`src/rtl/fpx_pkg.sv`:
```
// Package: constants and types for the FP exception unit
package fpx_pkg;
    // Status/control word bit positions
    localparam int SCW_INV_FLAG   = 0;
    localparam int SCW_DZ_FLAG    = 1;
    localparam int SCW_OF_FLAG    = 2;
    localparam int SCW_IX_FLAG    = 4;
    localparam int SCW_INV_EN     = 8;
    localparam int SCW_DZ_EN      = 9;
    localparam int SCW_OF_EN      = 10;
    localparam int SCW_DEF_NAN    = 25;
    localparam int SCW_FLUSH_ZERO = 24;
    localparam int SCW_RMODE_LO   = 22;
    // Exception register bit positions
    localparam int EXR_INV_FLAG   = 0;
    localparam int EXR_OF_FLAG    = 2;
    localparam int EXR_EXC_STATE  = 31;
    localparam logic [31:0] WORD_ZERO = 32'h0000_0000;
    // Default integer results
    localparam logic [31:0] UINT_MAX  = 32'hFFFF_FFFF;
    localparam logic [31:0] SINT_MAX  = 32'h7FFF_FFFF;
    localparam logic [31:0] SINT_MIN  = 32'h8000_0000;
    localparam logic [31:0] INT_ZERO  = 32'h0000_0000;
    // Default values for single and double
    localparam logic [63:0] DNAN_S    = 64'h0000_0000_7FC0_0000;
    localparam logic [63:0] DNAN_D    = 64'h7FF8_0000_0000_0000;
    localparam logic [63:0] INF_S     = 64'h0000_0000_7F80_0000;
    localparam logic [63:0] INF_D     = 64'h7FF0_0000_0000_0000;
    localparam logic [63:0] MAXF_S    = 64'h0000_0000_7F7F_FFFF;
    localparam logic [63:0] MAXF_D    = 64'h7FEF_FFFF_FFFF_FFFF;
    localparam logic [63:0] SIGN_S    = 64'h0000_0000_8000_0000;
    localparam logic [63:0] SIGN_D    = 64'h8000_0000_0000_0000;
    // Maximum biased exponents, and exponent that holds integer limit
    localparam logic [11:0] EMAX_S    = 12'h0FE;
    localparam logic [11:0] EMAX_D    = 12'h7FE;
    localparam logic [11:0] ECONV_U   = 12'h01F;
    localparam logic [11:0] ECONV_S   = 12'h01E;
    // Exponent biases, to compare an integer limit with a stored exponent
    localparam logic [11:0] BIAS_S    = 12'h07F;
    localparam logic [11:0] BIAS_D    = 12'h3FF;
    // Rounding modes
    typedef enum logic [1:0] {
        FPX_RN = 2'h0, FPX_RP = 2'h1, FPX_RM = 2'h2, FPX_RZ = 2'h3
    } fpx_rmode_e;
    // Operation classes
    typedef enum logic [2:0] {
        FPX_OP_ARITH = 3'h0, FPX_OP_DIV = 3'h1, FPX_OP_MAC = 3'h2,
        FPX_OP_TOU = 3'h3, FPX_OP_TOS = 3'h4, FPX_OP_MOVE = 3'h5
    } fpx_op_e;
    // Operand class codes
    typedef enum logic [2:0] {
        FPX_CL_ZERO = 3'h0, FPX_CL_SUB = 3'h1, FPX_CL_NORM = 3'h2,
        FPX_CL_INF = 3'h3, FPX_CL_QNAN = 3'h4, FPX_CL_SNAN = 3'h5
    } fpx_class_e;
    // Engine states
    typedef enum logic [2:0] {
        FPX_IDLE = 3'b001, FPX_DONE = 3'b010, FPX_HALT = 3'b100
    } fpx_state_e;
endpackage : fpx_pkg

```
`src/rtl/fpx_cls_if.sv`:
```
// Interface: operand classification between detector and classifier
`timescale 1ns/1ps
`default_nettype none
interface fpx_cls_if;
    logic [63:0]       op_a;
    logic [63:0]       op_b;
    logic              dbl;
    logic              flush_zero;
    fpx_pkg::fpx_class_e cls_a;
    fpx_pkg::fpx_class_e cls_b;
    logic              sign_a;
    logic              sign_b;
    logic [11:0]       exp_a;
    modport req (output op_a, op_b, dbl, flush_zero,
                 input cls_a, cls_b, sign_a, sign_b, exp_a);
    modport rsp (input op_a, op_b, dbl, flush_zero,
                 output cls_a, cls_b, sign_a, sign_b, exp_a);
endinterface : fpx_cls_if
`default_nettype wire

```
`src/rtl/fpx_classify.sv`:
```
// Module: combinational operand classifier for single and double
`timescale 1ns/1ps
`default_nettype none
module fpx_classify (
    fpx_cls_if.rsp cif
);
    // Classify one operand; flush mode makes subnormals read as zero
    function automatic fpx_pkg::fpx_class_e cls_of(input logic [63:0] v,
            input logic d, input logic fz);
        logic [10:0] e;
        logic [51:0] m;
        logic        emax;
        e = d ? v[62:52] : {3'h0, v[30:23]};
        m = d ? v[51:0] : {29'h0, v[22:0]};
        emax = d ? (e == 11'h7FF) : (e[7:0] == 8'hFF);
        if (e == 11'h000)
            cls_of = (m == 52'h0 || fz) ? fpx_pkg::FPX_CL_ZERO
                                        : fpx_pkg::FPX_CL_SUB;
        else if (!emax)
            cls_of = fpx_pkg::FPX_CL_NORM;
        else if (m == 52'h0)
            cls_of = fpx_pkg::FPX_CL_INF;
        else if (d ? v[51] : v[22])
            cls_of = fpx_pkg::FPX_CL_QNAN;
        else
            cls_of = fpx_pkg::FPX_CL_SNAN;
    endfunction

    // A flushed subnormal counts as positive zero
    always_comb begin
        cif.cls_a  = cls_of(cif.op_a, cif.dbl, cif.flush_zero);
        cif.cls_b  = cls_of(cif.op_b, cif.dbl, cif.flush_zero);
        cif.sign_a = (cif.dbl ? cif.op_a[63] : cif.op_a[31])
                   && !(cif.flush_zero && cif.cls_a == fpx_pkg::FPX_CL_ZERO);
        cif.sign_b = (cif.dbl ? cif.op_b[63] : cif.op_b[31])
                   && !(cif.flush_zero && cif.cls_b == fpx_pkg::FPX_CL_ZERO);
        cif.exp_a  = cif.dbl ? {1'b0, cif.op_a[62:52]}
                             : {4'h0, cif.op_a[30:23]};
    end
endmodule : fpx_classify
`default_nettype wire

```
`src/rtl/fpx_exc_unit.sv`:
```
// Module: invalid, division-by-zero and overflow exception unit
`timescale 1ns/1ps
`default_nettype none
// Contract
// - Status bit 8 enables invalid trap; every invalid case then bounces.
// - With invalid trap on, any signalling NaN operand bounces; a MOVE with one does not.
// - Float-to-unsigned with negative input is potentially invalid and bounces.
// - Conversion at max exponent, rounding not toward zero, bounces.
// - MAC with infinite addend and possible opposing product overflow bounces.
// - Potential invalid sets exception-register bits 31 and 0.
// - Invalid bounce keeps source and destination registers valid.
// - Invalid trap off: default NaN written, except integer conversions.
// - Invalid conversion, trap off: default integer written, status bit 0 set.
// - Unsigned: big or +inf all ones; negative, NaN, -inf zero. The code bounces negative and -inf inputs instead of writing zero.
// - Signed: big/+inf max; small/-inf 0x80000000; NaN zero; flag set.
// - Default-NaN mode off: signalling NaN sets invalid and bounces.
// - Negative unsigned input not rounding to true zero sets register bit 0.
// - Finite nonzero divided by zero raises division by zero; flushed subnormal zero.
// - Division trap at status bit 9: bounce, registers unchanged.
// - Division trap off: signed infinity written, status bit 1 set.
// - Overflow trap at bit 10: pessimistic detection; else conclusive.
// - Trap on: bounce when initial exponent is max or max minus one.
// - Potential overflow sets bits 31 and 2; status overflow flag untouched.
// - Trap off: infinity or max finite by rounding; status bits 2, 4 set.
// - Untrapped overflow, round to nearest: infinity with intermediate sign.
// - Toward zero max magnitude; directed modes pick infinity or max per sign.
module fpx_exc_unit (
    input  wire logic        clk_sys,
    input  wire logic        reset,
    input  wire logic        instr_valid,
    input  wire logic [2:0]  instr_op,
    input  wire logic        instr_dbl,
    input  wire logic [63:0] operand_a,
    input  wire logic [63:0] operand_b,
    input  wire logic [63:0] result_in,
    input  wire logic        res_sign,
    input  wire logic [11:0] res_exp,
    input  wire logic        res_ovf,
    input  wire logic        mac_prod_ovf,
    input  wire logic        conv_neg_nonzero,
    input  wire logic        conv_out_of_range,
    input  wire logic [31:0] conv_int,
    input  wire logic        scw_write,
    input  wire logic [31:0] scw_wdata,
    input  wire logic        exr_write,
    input  wire logic [31:0] exr_wdata,
    output logic             instr_ready,
    output logic             wr_valid,
    output logic [63:0]      wr_data,
    output logic             bounce,
    output logic [31:0]      fp_status_control_word,
    output logic [31:0]      fp_exception_register
);
    fpx_cls_if cif ();
    fpx_classify u_cls (.cif(cif));

    // Event decision for the current instruction
    fpx_pkg::fpx_op_e    op;
    fpx_pkg::fpx_rmode_e rm;
    logic        inv_en;
    logic        dz_en;
    logic        of_en;
    logic        dnan;
    logic        conv;

    logic        any_nan;
    logic        any_snan;
    logic        inv_hard;
    logic        inv_pot;
    logic        dz_hit;
    logic        of_hit;
    logic        of_pot;

    logic [11:0] emax;
    logic [11:0] econv;
    logic [31:0] def_int;
    logic [63:0] inf_v;
    logic [63:0] maxf_v;
    logic [63:0] sign_v;

    // Sequencer state and next values
    fpx_pkg::fpx_state_e state;
    fpx_pkg::fpx_state_e next_state;
    logic [31:0] next_scw;
    logic [31:0] next_exr;
    logic        next_wr_valid;
    logic [63:0] next_wr_data;
    logic        next_bounce;
    logic        next_ready;

    // Classifier sees the raw operands and the flush mode
    assign cif.op_a       = operand_a;
    assign cif.op_b       = operand_b;
    assign cif.dbl        = instr_dbl;
    assign cif.flush_zero = fp_status_control_word[fpx_pkg::SCW_FLUSH_ZERO];

    // Pick single or double constant
    function automatic logic [63:0] by_size(input logic d,
            input logic [63:0] s, input logic [63:0] dv);
        by_size = d ? dv : s;
    endfunction

    // Field decode and invalid classification
    always_comb begin
        op     = fpx_pkg::fpx_op_e'(instr_op);
        rm     = fpx_pkg::fpx_rmode_e'(
                 fp_status_control_word[fpx_pkg::SCW_RMODE_LO +: 2]);
        inv_en = fp_status_control_word[fpx_pkg::SCW_INV_EN];
        dz_en  = fp_status_control_word[fpx_pkg::SCW_DZ_EN];
        of_en  = fp_status_control_word[fpx_pkg::SCW_OF_EN];
        dnan   = fp_status_control_word[fpx_pkg::SCW_DEF_NAN];
        conv   = (op == fpx_pkg::FPX_OP_TOU) || (op == fpx_pkg::FPX_OP_TOS);
        emax   = instr_dbl ? fpx_pkg::EMAX_D : fpx_pkg::EMAX_S;
        // Limit exponent is unbiased, the operand's is stored biased
        econv  = ((op == fpx_pkg::FPX_OP_TOU) ? fpx_pkg::ECONV_U
                                              : fpx_pkg::ECONV_S)
               + (instr_dbl ? fpx_pkg::BIAS_D : fpx_pkg::BIAS_S);
        inf_v  = by_size(instr_dbl, fpx_pkg::INF_S, fpx_pkg::INF_D);
        maxf_v = by_size(instr_dbl, fpx_pkg::MAXF_S, fpx_pkg::MAXF_D);
        sign_v = by_size(instr_dbl, fpx_pkg::SIGN_S, fpx_pkg::SIGN_D);
        any_snan = (cif.cls_a == fpx_pkg::FPX_CL_SNAN)
                 || (!conv && cif.cls_b == fpx_pkg::FPX_CL_SNAN);
        any_nan  = any_snan || (cif.cls_a == fpx_pkg::FPX_CL_QNAN)
                 || (!conv && cif.cls_b == fpx_pkg::FPX_CL_QNAN);

        // Conclusive invalid: SNaN in arithmetic, 0/0, inf/inf
        inv_hard = (op != fpx_pkg::FPX_OP_MOVE) && any_snan;
        if (op == fpx_pkg::FPX_OP_DIV)
            inv_hard = inv_hard
                || (cif.cls_a == fpx_pkg::FPX_CL_ZERO
                    && cif.cls_b == fpx_pkg::FPX_CL_ZERO)
                || (cif.cls_a == fpx_pkg::FPX_CL_INF
                    && cif.cls_b == fpx_pkg::FPX_CL_INF);

        // Potential invalid: needs rounding knowledge not yet available
        inv_pot = 1'b0;
        if (op == fpx_pkg::FPX_OP_TOU && cif.sign_a && !any_nan)
            inv_pot = 1'b1;
        if (conv && cif.exp_a == econv && rm != fpx_pkg::FPX_RZ)
            inv_pot = 1'b1;
        if (op == fpx_pkg::FPX_OP_MAC && cif.cls_b == fpx_pkg::FPX_CL_INF
            && mac_prod_ovf && (res_sign != cif.sign_b))
            inv_pot = 1'b1;

        // Division of finite nonzero by zero
        dz_hit = (op == fpx_pkg::FPX_OP_DIV)
               && (cif.cls_a == fpx_pkg::FPX_CL_NORM
                   || cif.cls_a == fpx_pkg::FPX_CL_SUB)
               && cif.cls_b == fpx_pkg::FPX_CL_ZERO;

        // Pessimistic window versus conclusive overflow
        // Max or max-1 may still overflow once rounding carries
        of_pot = !conv && (op != fpx_pkg::FPX_OP_MOVE)
               && (res_exp == emax || res_exp == emax - 12'h001);
        of_hit = !conv && (op != fpx_pkg::FPX_OP_MOVE) && res_ovf;
    end

    // Default integer result for an invalid conversion
    always_comb begin
        def_int = conv_int;
        if (op == fpx_pkg::FPX_OP_TOU) begin
            // Unsigned: NaN or negative gives zero
            if (cif.cls_a == fpx_pkg::FPX_CL_QNAN
                || cif.cls_a == fpx_pkg::FPX_CL_SNAN || cif.sign_a)
                def_int = fpx_pkg::INT_ZERO;
            else if (conv_out_of_range)
                def_int = fpx_pkg::UINT_MAX;
        end else begin
            // Signed: out of range saturates by sign
            if (cif.cls_a == fpx_pkg::FPX_CL_QNAN
                || cif.cls_a == fpx_pkg::FPX_CL_SNAN)
                def_int = fpx_pkg::INT_ZERO;
            else if (conv_out_of_range)
                def_int = cif.sign_a ? fpx_pkg::SINT_MIN
                                     : fpx_pkg::SINT_MAX;
        end
    end

    // Instruction sequencing and flag updates
    always_comb begin
        next_state    = state;
        next_scw      = fp_status_control_word;
        next_exr      = fp_exception_register;
        next_wr_valid = 1'b0;
        next_wr_data  = result_in;
        next_bounce   = 1'b0;
        // Software write replaces the word, hardware sets go on top
        if (scw_write)
            next_scw = scw_wdata;
        if (exr_write)
            next_exr = exr_wdata;

        // One instruction in flight; HALT waits for software
        case (state)
            fpx_pkg::FPX_IDLE: begin
                if (instr_valid) begin
                    next_state = fpx_pkg::FPX_DONE;
                    if (inv_pot || (inv_hard && (inv_en || !dnan))
                        || (conv && inv_en
                            && (any_nan || conv_out_of_range))) begin
                        // Bounce: no write, registers keep their values
                        next_bounce = 1'b1;
                        next_state  = fpx_pkg::FPX_HALT;
                        next_exr[fpx_pkg::EXR_EXC_STATE] = 1'b1;
                        next_exr[fpx_pkg::EXR_INV_FLAG]  = 1'b1;
                        // Status invalid flag left for support code
                    end else if (conv) begin
                        next_wr_valid = 1'b1;
                        next_wr_data  = {fpx_pkg::WORD_ZERO, def_int};
                        if (any_nan || conv_out_of_range
                            || (op == fpx_pkg::FPX_OP_TOU
                                && conv_neg_nonzero))
                            next_scw[fpx_pkg::SCW_INV_FLAG] = 1'b1;
                    end else if (inv_hard) begin
                        next_wr_valid = 1'b1;
                        next_wr_data  = by_size(instr_dbl, fpx_pkg::DNAN_S,
                                                fpx_pkg::DNAN_D);
                        next_scw[fpx_pkg::SCW_INV_FLAG] = 1'b1;
                    end else if (dz_hit && dz_en) begin
                        next_bounce = 1'b1;
                        next_state  = fpx_pkg::FPX_HALT;
                        next_exr[fpx_pkg::EXR_EXC_STATE] = 1'b1;
                    end else if (dz_hit) begin
                        next_wr_valid = 1'b1;
                        next_wr_data  = inf_v
                            | ((cif.sign_a ^ cif.sign_b) ? sign_v
                                                         : 64'h0);
                        next_scw[fpx_pkg::SCW_DZ_FLAG] = 1'b1;
                    end else if (of_en && (of_pot || of_hit)) begin
                        next_bounce = 1'b1;
                        next_state  = fpx_pkg::FPX_HALT;
                        next_exr[fpx_pkg::EXR_EXC_STATE] = 1'b1;
                        next_exr[fpx_pkg::EXR_OF_FLAG]   = 1'b1;
                    end else if (of_hit) begin
                        next_wr_valid = 1'b1;
                        case (rm)
                            fpx_pkg::FPX_RN:
                                next_wr_data = inf_v;
                            fpx_pkg::FPX_RZ:
                                next_wr_data = maxf_v;
                            fpx_pkg::FPX_RP:
                                next_wr_data = res_sign ? maxf_v
                                                        : inf_v;
                            fpx_pkg::FPX_RM:
                                next_wr_data = res_sign ? inf_v
                                                        : maxf_v;
                            default:
                                next_wr_data = inf_v;
                        endcase
                        if (res_sign)
                            next_wr_data = next_wr_data | sign_v;
                        next_scw[fpx_pkg::SCW_OF_FLAG] = 1'b1;
                        next_scw[fpx_pkg::SCW_IX_FLAG] = 1'b1;
                    end else begin
                        next_wr_valid = 1'b1;
                    end
                end
            end
            fpx_pkg::FPX_DONE: begin
                next_state = fpx_pkg::FPX_IDLE;
            end
            fpx_pkg::FPX_HALT: begin
                // Held until software drops the exceptional state
                if (!next_exr[fpx_pkg::EXR_EXC_STATE])
                    next_state = fpx_pkg::FPX_IDLE;
            end
            default: begin
                next_state = fpx_pkg::FPX_IDLE;
            end
        endcase

        // Ready is registered, so it drops the cycle after a take
        next_ready = (next_state == fpx_pkg::FPX_IDLE);
    end

    // State and outputs registered
    always_ff @(posedge clk_sys) begin
        // Ready rises in reset: the first offer needs no wait
        if (reset) begin
            state                  <= fpx_pkg::FPX_IDLE;
            fp_status_control_word <= fpx_pkg::WORD_ZERO;
            fp_exception_register  <= fpx_pkg::WORD_ZERO;
            wr_valid               <= 1'b0;
            wr_data                <= 64'h0;
            bounce                 <= 1'b0;
            instr_ready            <= 1'b1;
        end else begin
            state                  <= next_state;
            fp_status_control_word <= next_scw;
            fp_exception_register  <= next_exr;
            wr_valid               <= next_wr_valid;
            wr_data                <= next_wr_data;
            bounce                 <= next_bounce;
            instr_ready            <= next_ready;
        end
    end
endmodule : fpx_exc_unit
`default_nettype wire

```
`config.mk`:
```
export PLATFORM = sky130hd
export DESIGN_NAME = fpx_exc_unit
export DESIGN_NICKNAME = d
export VERILOG_FILES = /design/src/rtl/fpx_pkg.sv /design/src/rtl/fpx_cls_if.sv /design/src/rtl/fpx_classify.sv /design/src/rtl/fpx_exc_unit.sv
export SDC_FILE = /design/constraint.sdc
export NUM_CORES = 1
export LEC_CHECK = 0
export ABC_AREA = 1
export BUFFER_PORTS_ARGS = -buffer_cell sky130_fd_sc_hd__clkbuf_2
export CORE_AREA = 2 2 172 174
export CTS_CLUSTER_DIAMETER = 120
export CTS_CLUSTER_SIZE = 14
export DETAILED_ROUTE_END_ITERATION = 10
export DIE_AREA = 0 0 174 176
export PLACE_DENSITY = 0.6
export SYNTH_ARGS = -nofsm -noshare
export SYNTH_HDL_FRONTEND = slang
export SYNTH_HIERARCHICAL = 1
export SYNTH_SLANG_ARGS = --single-unit
export TNS_END_PERCENT = 10
```
`constraint.sdc`:
```
create_clock -name clk_sys -period 6.5 [get_ports clk_sys]
set_input_delay 0 -clock clk_sys [delete_from_list [all_inputs] [get_ports clk_sys]]
set_output_delay 0 -clock clk_sys [all_outputs]
set_load 0.005 [all_outputs]
```
[After elaboration in Yosys (flattened, before gate mapping)]
Cells that the tools add are included.
Operators by class
  add/subtract/negate cells: 2
  multiply operators: 0
  divide/modulo/power cells: 0
  order comparisons: 0
  equality and inequality tests: 28
  shift-type cells: 0
  mux-type cells: 124
  bitwise operators: 5
  reduce and logical (&&, ||, !) cells: 59
Operators by type and width (number)
  $mux 64: 21
  $mux 63: 5
  $pmux 64 s4: 1
  $mux 32: 7
  $logic_not 52->1: 2
  $mux 52: 2
  $or 63x64->64: 1
  $or 64x64->64: 1
  $mux 1: 61
  $mux 3: 17
  $mux 11: 4
  $logic_and 1x1->1: 27
  $eq 12x11->1: 2
  $eq 11x11->1 const B: 2
  $logic_not 11->1: 2
  $eq 3x3->1 const B: 6
  $logic_or 1x1->1: 18
  $eq 8x8->1 const B: 2
  $eq 3x2->1 const B: 5
  $eq 12x12->1: 1
  $eq 3x1->1 const B: 4
  $sub 11x1->12 const B: 1
  $add 5x10->11: 1
  $mux 10: 1
  other kinds (15): 24
Word-level totals
  register bits after elaboration: 134
  bits in latches: 0
  memory bits (writable): 0
  memory bits (read-only): 0
  bits of input ports: 314
  output and inout bits: 131
  logic and storage cells: 227
  memories: 0

[Logic depth before layout (Yosys ltp)]
Gate-level depths: netlist (run 1).
  word-level depth: 31
  gate-level depth with buffers: 25

[By module]
Netlist (run 1), hierarchy kept.
By module, submodules not included
  fpx_exc_unit: instances 1, cells each 986, area an instance 6540.0 um^2, sequential area each 2682.6 um^2
  fpx_classify: instances 1, cells each 251, area an instance 1046.0 um^2, sequential area each 0.0 um^2

[Worst setup path before layout (run 1)]
No wires, ideal clock.
  kind: input port to flip-flop
  start: in instr_dbl
  end: reg wr_data[49]
  setup time: 113 ps
  arrival time: 2167 ps
  path slack: 4221 ps
  stages on the path: 20
  cells stage by stage: buf_6 buf_6 nand2_1 nand3_1 nor2_1 nand3_1 nor2_2 nand2_1 a21oi_1 nor2_1 nor3_1 nand2_1 buf_4 nand2_4 nand2_1 nand2_1 nand4_1 nand2_2 buf_6 nor2_1
RTL lines
  start, declared: RTL line fpx_exc_unit.sv:32  | input wire logic instr_dbl,
  $mux 52 / $mux 11 (equally long branches): RTL line fpx_classify.sv:14, fpx_classify.sv:13
  $logic_not 52->1, or another cell as far along: RTL line fpx_classify.sv:21  | else if (m == 52'h0)
  $mux 3 / $mux 1 (equally long branches): RTL line fpx_classify.sv:21, fpx_classify.sv:15
  $mux 3: RTL line fpx_classify.sv:19  | else if (!emax)
  $mux 3 *: RTL line fpx_classify.sv:16  | if (e == 11'h000)
  via cif.cls_a[1]: RTL line fpx_cls_if.sv:9  | fpx_pkg::fpx_class_e cls_a;
  $logic_not 3->1 / $eq 3x3->1 (equally long branches): RTL line fpx_classify.sv:34, fpx_exc_unit.sv:130, fpx_exc_unit.sv:121
  $logic_and 1x1->1 / $logic_or 1x1->1 (equally long branches): RTL line fpx_classify.sv:34, fpx_exc_unit.sv:122
  [... 4 more ...]
  $or 63x64->64 / $mux 1 (equally long branches): RTL line fpx_exc_unit.sv:226, fpx_exc_unit.sv:137
  $mux 64 / $mux 1 (equally long branches): RTL line fpx_exc_unit.sv:223, fpx_exc_unit.sv:139
  $mux 64 / $mux 1 (equally long branches): RTL line fpx_exc_unit.sv:219, fpx_exc_unit.sv:141
  $mux 64 / $logic_or 1x1->1 (equally long branches): RTL line fpx_exc_unit.sv:214, fpx_exc_unit.sv:198
  $mux 64 / $logic_or 1x1->1 (equally long branches): RTL line fpx_exc_unit.sv:207, fpx_exc_unit.sv:199
  $mux 64 *: RTL line fpx_exc_unit.sv:198  | if (inv_pot || (inv_hard && (inv_en || !dnan))
  $mux 64 *: RTL line fpx_exc_unit.sv:196  | if (instr_valid) begin
  $mux 64 *: RTL line fpx_exc_unit.sv:194  | case (state)
  end signal, assigned: RTL line fpx_exc_unit.sv:292  | wr_data <= next_wr_data;
  end, declared: RTL line fpx_exc_unit.sv:49  | output logic [63:0] wr_data,
Mark *: on every way through the listed nets, which the timed path passes. The rest lies on a longest branch. The select of a mux whose other input is x is not followed.
A chain may end at the register's enable or synchronous reset.

[Final worst setup path (run 1)]
  start: in instr_dbl
  end: reg wr_data[7]
RTL lines (RTL line)
  $mux 52 / $mux 11 (equally long branches): fpx_classify.sv:14, fpx_classify.sv:13
  $logic_not 52->1, or another cell as far along: fpx_classify.sv:21
  $mux 3 / $mux 1 (equally long branches): fpx_classify.sv:21, fpx_classify.sv:15
  $mux 3: fpx_classify.sv:19
  $mux 3 *: fpx_classify.sv:16
  via cif.cls_a[2]: fpx_cls_if.sv:9
  $logic_not 3->1 / $eq 3x3->1 (equally long branches)
  $logic_and 1x1->1 / $logic_or 1x1->1 (equally long branches): fpx_classify.sv:34, fpx_exc_unit.sv:122
  [... 4 more ...]
  $or 63x64->64 / $mux 1 (equally long branches): fpx_exc_unit.sv:226, fpx_exc_unit.sv:137
  $mux 64 / $mux 1 (equally long branches): fpx_exc_unit.sv:223, fpx_exc_unit.sv:139
  $mux 64 / $mux 1 (equally long branches): fpx_exc_unit.sv:219, fpx_exc_unit.sv:141
  $mux 64 / $logic_or 1x1->1 (equally long branches): fpx_exc_unit.sv:214, fpx_exc_unit.sv:198
  $mux 64 / $logic_or 1x1->1 (equally long branches): fpx_exc_unit.sv:207, fpx_exc_unit.sv:199
  $mux 64 *: fpx_exc_unit.sv:198
  $mux 64 *: fpx_exc_unit.sv:196
  $mux 64 *: fpx_exc_unit.sv:194
Mark *: on every way through the listed nets, which the timed path passes. The rest lies on a longest branch.

==> results of run 1 <==
where the power goes:
group	switching [uW]	internal, uW
clock network	454	513
logic	309	262
registers	29.8	886
total	793	1660
Yosys cell counts, types with 4 or more instances:
cell type and n:
inv_2 5, o21ai_0 142, nand3_1 60, o21ai_1 4, clkbuf_1 30, inv_1 125, mux2i_1 5, buf_6 7
ha_1 4, nand2_1 250, buf_2 10, nand4_1 5, or2_1 9, nor3_1 5, or2_2 6, o22ai_1 23
buf_4 6, nand2_2 8, nor2_1 318, o211ai_1 7, nor2_2 7, dfxtp_1 134, a21oi_1 36
layout make-up:
cell class                 instances  area, um^2
clock inverter                    15         154
inverter                         132         498
tap                              384         480
sequential                       134        2680
fill                            2987       16600
clock buffer                      17         425
timing repair buffer             582        3600
antenna                            2        5.00
multi-input combinational        915        4110
layer usage:
metal,vias up,global-route usage [%]
li1,4991,-
met1,4469,23.9
met2,382,36.4
met3,71,4.78
met4,2,9.38
met5,-,0
logic make-up (layout without fill, tap and decap cells):
| kind of cell | after synthesis | after routing | synth area share, % |
|---|---|---|---|
| buffers and inverters | 188 | 746 | 10.5 |
| AND/OR/NAND/NOR | 681 | 681 | 36.9 |
| other | 1 | 3 | 0.0494 |
| multiplexers | 5 | 5 | 0.660 |
| XOR/XNOR | 3 | 3 | 0.346 |
| flip-flops | 134 | 134 | 35.4 |
| AO/OA/AOI/OAI | 221 | 221 | 15.5 |
| adder cells (fa/ha/maj) | 4 | 4 | 0.660 |
sequential cells by signal, indices dropped and copies added (netlist names):
signal,count
wr_data,64
fp_status_control_word,32
instr_ready,1
state,3
bounce,1
wr_valid,1
fp_exception_register,32
through the flow:
| step | instance area (um^2) | hold WS, ps | setup slack, ps | total power (uW) |
|---|---|---|---|---|
| 2_1_floorplan | 7590 | 118 | 4220 | 1190 |
| 3_3_place_gp | 10000 | 208 | 2410 | 1430 |
| 3_5_place_dp | 10000 | 220 | 2340 | 1430 |
| 4_1_cts | 11900 | 2.08 | 2490 | 2480 |
| 5_1_grt | 11900 | 59.9 | 1890 | 2590 |
| 6_report | 11900 | 23.3 | 2430 | 2450 |
worst min-delay path: stages:
cell	delay (ps)
clkbuf_2	100
nand2_1	90
nor2_1	60
nand2_1	110
inv_1	50
worst max-delay path by stage:
| stage | startpoint | endpoint | slack (ps) | depth (start not counted) |
|---|---|---|---|---|
| 2_1_floorplan | instr_dbl | wr_data[49] | 4220 | 20 |
| 3_3_place_gp | instr_dbl | wr_data[32] | 2410 | 23 |
| 3_5_place_dp | instr_dbl | wr_data[32] | 2340 | 23 |
| 4_1_cts | instr_dbl | wr_data[22] | 2490 | 22 |
| 5_1_grt | instr_dbl | wr_data[7] | 1890 | 21 |
| 6_report | instr_dbl | wr_data[7] | 2430 | 21 |
==> results.toml, run 1 <==
[clock_tree]
tritoncts = "built"
htree_levels = 4
numCtsBuffers = 17
holdBufCountCts = 135
clk_path_buf_depth = 2
clk_latency_ps = 430
clk_pin_slew_worst_paths_ps = 70
cts_sinks = 134
post-cts-setup-buffers = 0
cts-resized-gates = 0
clock-root-buffer = "clkbuf_16"

[route]
viasPerCell = 4.55
drt-wirelength-per-cell_um = 14.8
wl_met3_mm = 2.13
first_pass_iters = 7
drt_iter0_drc = 463
vias = 9915
detail_route.wirelength_mm = 32.2
wl_met1_mm = 13.4
drc_errors = 0
wl_met2_mm = 15.3
antenna_left = 0
topRoutingLayerUsed = "met5"

[synth]
yosys-top-cells-area = "dfxtp_1 35%, nor2_1 16%, nand2_1 12%, o21ai_0 9.4%, inv_1 6.2%"
yosys.cell_types.count = 44
synth.avg_cell_area_um2 = 6.13
synth-async-reset-ratio_pct = 0
ys.warnings.count = 6
synth_flop_cell = "dfxtp_1"
synth-edff-count = 0
synth_top_area_share_pct = 35.4
syn_nets = 1555
yosys_register_bits = 134
synth_area_mm2 = 0.00759
netlist_instances = 1237
yosys.area.top_type = "dfxtp_1"
yosysSeqAreaShare_pct = 35.4

[critical_path]
startpoint_type = "input port"
crit_family = "buffers and inverters"
r2r-end = "wr_data[7]"
r2r_slack_ps = 2870
reg2reg_depth = 17
required_ps = 6800
path_class = "in2reg"
crit_chain = "clkbuf_2 > buf_4 > inv_2 > nand2_1 > o21ai_1 > nor2_1 > nand4_1 > a21oi_1 > inv_1 > nor2_2 > nand2_1 > nand2_1 > nand2_2 > nand2_2 > nand2_1 > nand3_2 > buf_4 > inv_1 > o21ai_0 > nor2_1 > dlygate4sd3_1"
crit_slowest_cell = "inv_1"
end_kind = "flop"
cp.arrival_ps = 4370
r2r-start = "fp_status_control_word[24]"
critPathMaxFanout = 65
crit_top_cell = "nand2_1"
critPathBufInv = 7
cpPeakStageDelay_ps = 620

[place]
dp_cells = 2012
gp_congestion = 0.889
io_buffer_count = 444
dp_hpwl_mm = 23.5

[hold_path]
min_path_type = "in2reg"
holdCritStartpoint = "instr_valid"
hold_end = "bounce"
whs_path_depth = 5

[status]
status = "finished, final reports clean"

[sta]
hold_viol = 0
fmax_mhz = 246
setup_viol = 0
fin_crit_sh_pct = 62.6
period_needed_ps = 4070
slew_headroom_pct = 32.1
tightestPinTransition_ps = 1020
clock_skew_ps = 27.4
drv_slew = 0
finalSetupTns_ps = 0
grt_setup_unrepaired = "false"

[floorplanning]
dieArea_mm2 = 0.0306
row_count = 62
core_mm2 = 0.0285
die_w_um = 174
initial_core_util_pct = 26.6
die_h_um = 176
ios = 445

[global_route]
first_global_vias = 10100
grt_usage_pct = 20.7
antenna_found_initial = 3
grt_pass1_wl_mm = 50.5
grt_max_degree = 96
grt_overflow = 0

[layout]
area_growth_pct = 57.5
final_common_cell = "clkbuf_2"
utilization_pct = 41.9
final_cell_mix = "444 x clkbuf_2, 318 x nor2_1, 250 x nand2_1, 142 x o21ai_0, 135 x dlygate4sd3_1"
final_nets = 2100
stdcell_count = 2181
drive_above_1_share_pct = 28.7

[pwr]
ir_drop_uv = 148
p_leak_uw = 0.00641
p_per_area_mw_per_mm2 = 205

[flow_run]
maxCapViolCount = 0
Note: power is estimated with default switching activity, not from simulation.
==> run 2: changes to the inputs <==
- ABC_AREA: 1 -> 0
- PLACE_DENSITY: 0.6 -> 0.57
- clock period: 6.5 -> 4.1 ns (I/O delays scaled with it)
==> results.toml, run 2 <==
[status]
status = "finished, final reports clean"

[global_route]
grt_max_degree = 65
use_met3_pct = 3.21
antenna_found_initial = 6
first_global_vias = 8145
grt_overflow = 0
grt-busiest-layer = "met2"
gr-usage-met2_pct = 34.0
grt_usage_pct = 18.7
grt_pass1_wl_mm = 44.4
grtUsageMet1_pct = 20.7

[synth]
yosysSeqAreaShare_pct = 39.9
ys.warnings.count = 6
synth.avg_cell_area_um2 = 8.72
netlist_instances = 771
synth_area_mm2 = 0.00673
synth_flop_cell = "dfxtp_1"
synth-edff-count = 0
yosys-top-cells-area = "dfxtp_1 40%, mux2i_1 11%, nor2_1 5.0%, o21a_1 4.7%, o21ai_0 4.5%"
syn_nets = 1089
synth_top_area_share_pct = 39.9
yosys.cell_types.count = 68
synth_common_cells = "134 x dfxtp_1, 90 x nor2_1, 74 x mux2i_1"
yosys_register_bits = 134
synth-async-reset-ratio_pct = 0
yosys.area.top_type = "dfxtp_1"
synth_most_common_cell = "dfxtp_1"

[sta]
hold_viol = 0
grt_setup_unrepaired = "false"
slew_headroom_pct = 27.0
setup_viol = 0
fmax_mhz = 273
tightestPinTransition_ps = 1100
fin_ws_ps = 439
fin_crit_sh_pct = 89.3
period_needed_ps = 3660
finalSetupTns_ps = 0
clock_skew_ps = 11.8
drv_slew = 0

[place]
dp_cells = 1553
io_buffer_count = 444
dp_slack_ps = 456
dp_hpwl_mm = 21.9
gp_congestion = 0.926

[route]
first_pass_iters = 4
drc_errors = 0
detail_route.wirelength_mm = 29.8
drt-wirelength-per-cell_um = 17.1
viasPerCell = 4.67
drt_iter0_drc = 379
antenna_left = 0
vias = 8153

[hold_path]
whs_path_depth = 5
hold_end = "wr_data[31]"
min_path_type = "in2reg"
holdCritStartpoint = "conv_int[31]"

[clock_tree]
cts-resized-gates = 0
clock-root-buffer = "clkbuf_16"
htree_levels = 4
tritoncts = "built"
clk_pin_slew_worst_paths_ps = 60
post-cts-setup-buffers = 0
numCtsBuffers = 17
clk_path_buf_depth = 2
cts_sinks = 134
clk_latency_ps = 420

[layout]
fill_cells = 2884
final_cell_mix = "443 x clkbuf_2, 156 x dlygate4sd3_1, 134 x dfxtp_1, 89 x nor2_1, 74 x mux2i_1"
final_common_cell = "clkbuf_2"
reg.largest.list = "wr_data (64), fp_exception_register (32), fp_status_control_word (32)"
area_growth_pct = 70.2
multi_input_area_mm2 = 0.00371
stdcell_count = 1745
largest-register = "wr_data"
final_nets = 1662
drive_above_1_share_pct = 38.5
largest_register_ffs = 64
regArea_mm2 = 0.00268

[critical_path]
crit_family = "compound AO/OA/AOI/OAI gates"
path_class = "in2reg"
required_ps = 4460
end_kind = "flop"
cpPeakStageDelay_ps = 590
critPathBufInv = 3
startpoint_type = "input port"
reg2reg_depth = 10
r2r-end = "wr_data[10]"
crit_chain = "clkbuf_2 > nand2_1 > o21ai_1 > o211ai_1 > a21oi_1 > nor2_1 > nor2b_1 > a2bb2oi_2 > o21ai_2 > a211o_1 > nor3_2 > buf_4 > a221oi_1 > dlygate4sd3_1"
crit_slowest_cell = "dlygate4sd3_1"
cp.arrival_ps = 4020
critPathMaxFanout = 24
r2r_slack_ps = 490
path_depth = 14
r2r-start = "fp_status_control_word[24]"

[floorplanning]
initial_core_util_pct = 23.6
dieArea_mm2 = 0.0306
core_mm2 = 0.0285
die_w_um = 174
row_count = 62
ios = 445
die_h_um = 176

[pwr]
ir_drop_uv = 263
p_leak_uw = 0.00544
p_per_area_mw_per_mm2 = 328
total_power_uw = 3750

[flow_run]
maxCapViolCount = 0
run 2: cell count changes after synthesis, sizes merged, moves of 18 or more:
cell    before  now
nand3       61   12
inv        131   31
mux2i        5   74
a221oi       0   24
nor2       327   90
nand2      260   31
o21a         1   42
o21ai      147   77
o22ai       23    5
nor4         0   28
run 2: kinds of logic (layout without fill, tap and decap cells):
logic type               Yosys count  in the layout  synth area share, %
other                              1              7               0.0558
XOR/XNOR                           4              4                0.521
buffers and inverters             88            672                 5.25
multiplexers                      82             82                 12.4
flip-flops                       134            134                 39.9
adder cells (fa/ha/maj)            4              4                0.744
AO/OA/AOI/OAI                    209            209                 21.7
AND/OR/NAND/NOR                  249            249                 19.5
run 2: through the flow:
stage               area, um^2  util, %  hold WS (ps)
floorplan                 6730        -           124
global placement          9300     32.6           214
detailed placement        9300     32.6           211
CTS                      11400     40.1         0.300
global route             11400     40.1          87.1
finish                   11400     40.1          37.5
run 2: layout make-up:
cell class	instances	share of cell area (%)
Tap cell	384	4.20
Antenna cell	6	0.131
Multi-Input combinational cell	549	32.4
Clock inverter	11	1.09
Clock buffer	19	3.96
Inverter	31	1.02
Timing Repair Buffer	611	33.8
Sequential cell	134	23.4
run 2: how the worst max path moves through the flow:
stage                                     startpoint           to  slack (ps)
final                                      instr_dbl  wr_data[21]         440
after global routing                       instr_dbl  wr_data[12]         230
after CTS                 fp_status_control_word[24]   wr_data[3]         490
after detailed placement                   instr_dbl  wr_data[34]         460
after global placement                 operand_b[42]  wr_data[40]         590
after floorplan                        operand_a[25]  wr_data[54]        1270
run 2: tightest hold or removal path, stage by stage:
cell      delay [ps]
clkbuf_2          80
nor2_1            80
a31oi_1           50
nand3_1           90
a311oi_1         100
run 2: per-layer routing:
metal	routed length [um]	share of wire, %
met1	11900	40
met2	15300	51
met3	1380	4.6
met4	1310	4.4
met5	0	0
run 2: where the power goes:
group          leakage [uW]  switching, uW  internal [uW]
clock network      0.000282            593            923
registers           0.00111           45.6           1400
logic               0.00405            374            421
total               0.00544           1010           2740
run 2: what timing repair did:
| item | in CTS | in global routing |
|---|---|---|
| hold endpoints to repair | 127 | 0 |
| endpoints found under the setup margin | 0 | 0 |
| hold buffers | 156 | 0 |
==> run 3: changes to the inputs <==
- clock period: 4.1 -> 3.7 ns (I/O delays scaled with it)
==> results.toml, run 3 (synthesis results as in run 2) <==
[global_route]
grt_pass1_wl_mm = 45.3
antenna_found_initial = 1
grt_max_degree = 64
grt_usage_pct = 19.0
grt_overflow = 0
first_global_vias = 8434

[sta]
clock_skew_ps = 13.5
finalSetupTns_ps = 0
grt_setup_unrepaired = "false"
fmax_mhz = 282
hold_viol = 0
period_needed_ps = 3540
fin_ws_ps = 157
tightestPinTransition_ps = 1070
fin_crit_sh_pct = 95.8
drv_slew = 0
slew_headroom_pct = 28.4
setup_viol = 0

[clock_tree]
numCtsBuffers = 17
cts_sinks = 134
htree_levels = 4
post-cts-setup-buffers = 0
clock-root-buffer = "clkbuf_16"
clk_path_buf_depth = 2
clk_pin_slew_worst_paths_ps = 60
tritoncts = "built"
clk_latency_ps = 420

[route]
drc_errors = 0
vias = 8328
first_pass_iters = 5
viasPerCell = 4.75
drt_iter0_drc = 367
antenna_left = 0
detail_route.wirelength_mm = 30.0
drt-wirelength-per-cell_um = 17.1

[critical_path]
worstSetupStartpoint = "operand_b[42]"
path_class = "in2reg"
required_ps = 4000
end_kind = "flop"
cp.arrival_ps = 3840
crit_end = "wr_data[6]"
r2r-end = "wr_data[6]"
reg2reg_depth = 10
r2r_slack_ps = 170
startpoint_type = "input port"
r2r-start = "fp_status_control_word[24]"
critPathMaxFanout = 22

[flow_run]
maxCapViolCount = 0

[floorplanning]
initial_core_util_pct = 23.6
core_mm2 = 0.0285
row_count = 62
die_w_um = 174
ios = 445
die_h_um = 176
dieArea_mm2 = 0.0306

[status]
status = "finished, final reports clean"

[layout]
area_growth_pct = 72.5
reg.largest.list = "wr_data (64), fp_exception_register (32), fp_status_control_word (32)"
final_nets = 1673
fill_cells = 2872
drive_above_1_share_pct = 39.3
largest-register = "wr_data"
final_common_cell = "clkbuf_2"
largest_register_ffs = 64
final_cell_mix = "443 x clkbuf_2, 157 x dlygate4sd3_1, 134 x dfxtp_1, 87 x nor2_1, 74 x mux2i_1"

[pwr]
p_leak_uw = 0.00553
ir_drop_uv = 307
p_per_area_mw_per_mm2 = 374

[place]
io_buffer_count = 444
dp_slack_ps = 194
dp_hpwl_mm = 22.4
gp_congestion = 0.940

[hold_path]
min_path_type = "in2reg"
## run 3: final cells by class
| class | instances | area, um^2 | area share (%) |
|---|---|---|---|
| inverters | 31 | 116 | 1.00 |
| well taps | 384 | 480 | 4.14 |
| multi-input cells | 549 | 3730 | 32.1 |
| repair buffers | 622 | 3960 | 34.1 |
| clock buffers | 19 | 443 | 3.82 |
| flip-flops and latches | 134 | 2680 | 23.1 |
| diodes | 1 | 2.50 | 0.0216 |
| clock inverters | 13 | 193 | 1.66 |
## run 3: critical path, cell delays in order
cell           delay, ps
clkbuf_2             120
nor4_1               290
nand4_1              200
o21ai_1              280
nand2_1               80
a31o_1               290
and4_1               240
o211ai_1             340
o21ai_2              200
a211o_1              500
nor3_2               210
buf_4                310
a221oi_1             160
dlygate4sd3_1        600
## run 3: routing by layer
layer	global-route usage, %	routed length, um	vias to the layer above
met1	20.6	11400	3869
met3	3.55	1780	70
met4	11.1	1560	0
li1	-	-	3990
met2	34.6	15200	399
met5	0	0	-
## run 3: report_power, final
group / internal (uW) / total, uW / switching (uW)
clock network: 1160 / 1850 / 690
registers: 1550 / 1600 / 49.3
logic: 475 / 893 / 418
## run 3: metrics by stage
stage                     hold slack [ps]  util [%]  cell area (um^2)  power [uW]  cells
after detailed placement              212      32.8              9370        2370   1563
after global placement                214      32.8              9370        2360   1563
final                                41.4      40.6             11600        4340   1753
after global routing                 46.9      40.6             11600        4540   1753
after CTS                            51.7      40.6             11600        4380   1752
after floorplan                       124         -              6730        1950    771
## run 3: timing repair
item / 4_1_cts / 5_1_grt
hold buffers: 157 / 0
gates resized for setup: 0 / 7
hold endpoints to repair: 127 / 0
endpoints found under the setup margin: 0 / 27
## run 3: how the worst min path moves through the flow
stage	cells past startpoint	slack [ps]	from	to
6_report	3	40	conv_int[28]	wr_data[28]
5_1_grt	3	50	conv_int[28]	wr_data[28]
4_1_cts	3	50	conv_int[28]	wr_data[28]
3_5_place_dp	2	210	result_in[37]	wr_data[37]
3_3_place_gp	2	210	result_in[37]	wr_data[37]
2_1_floorplan	1	120	result_in[33]	wr_data[33]
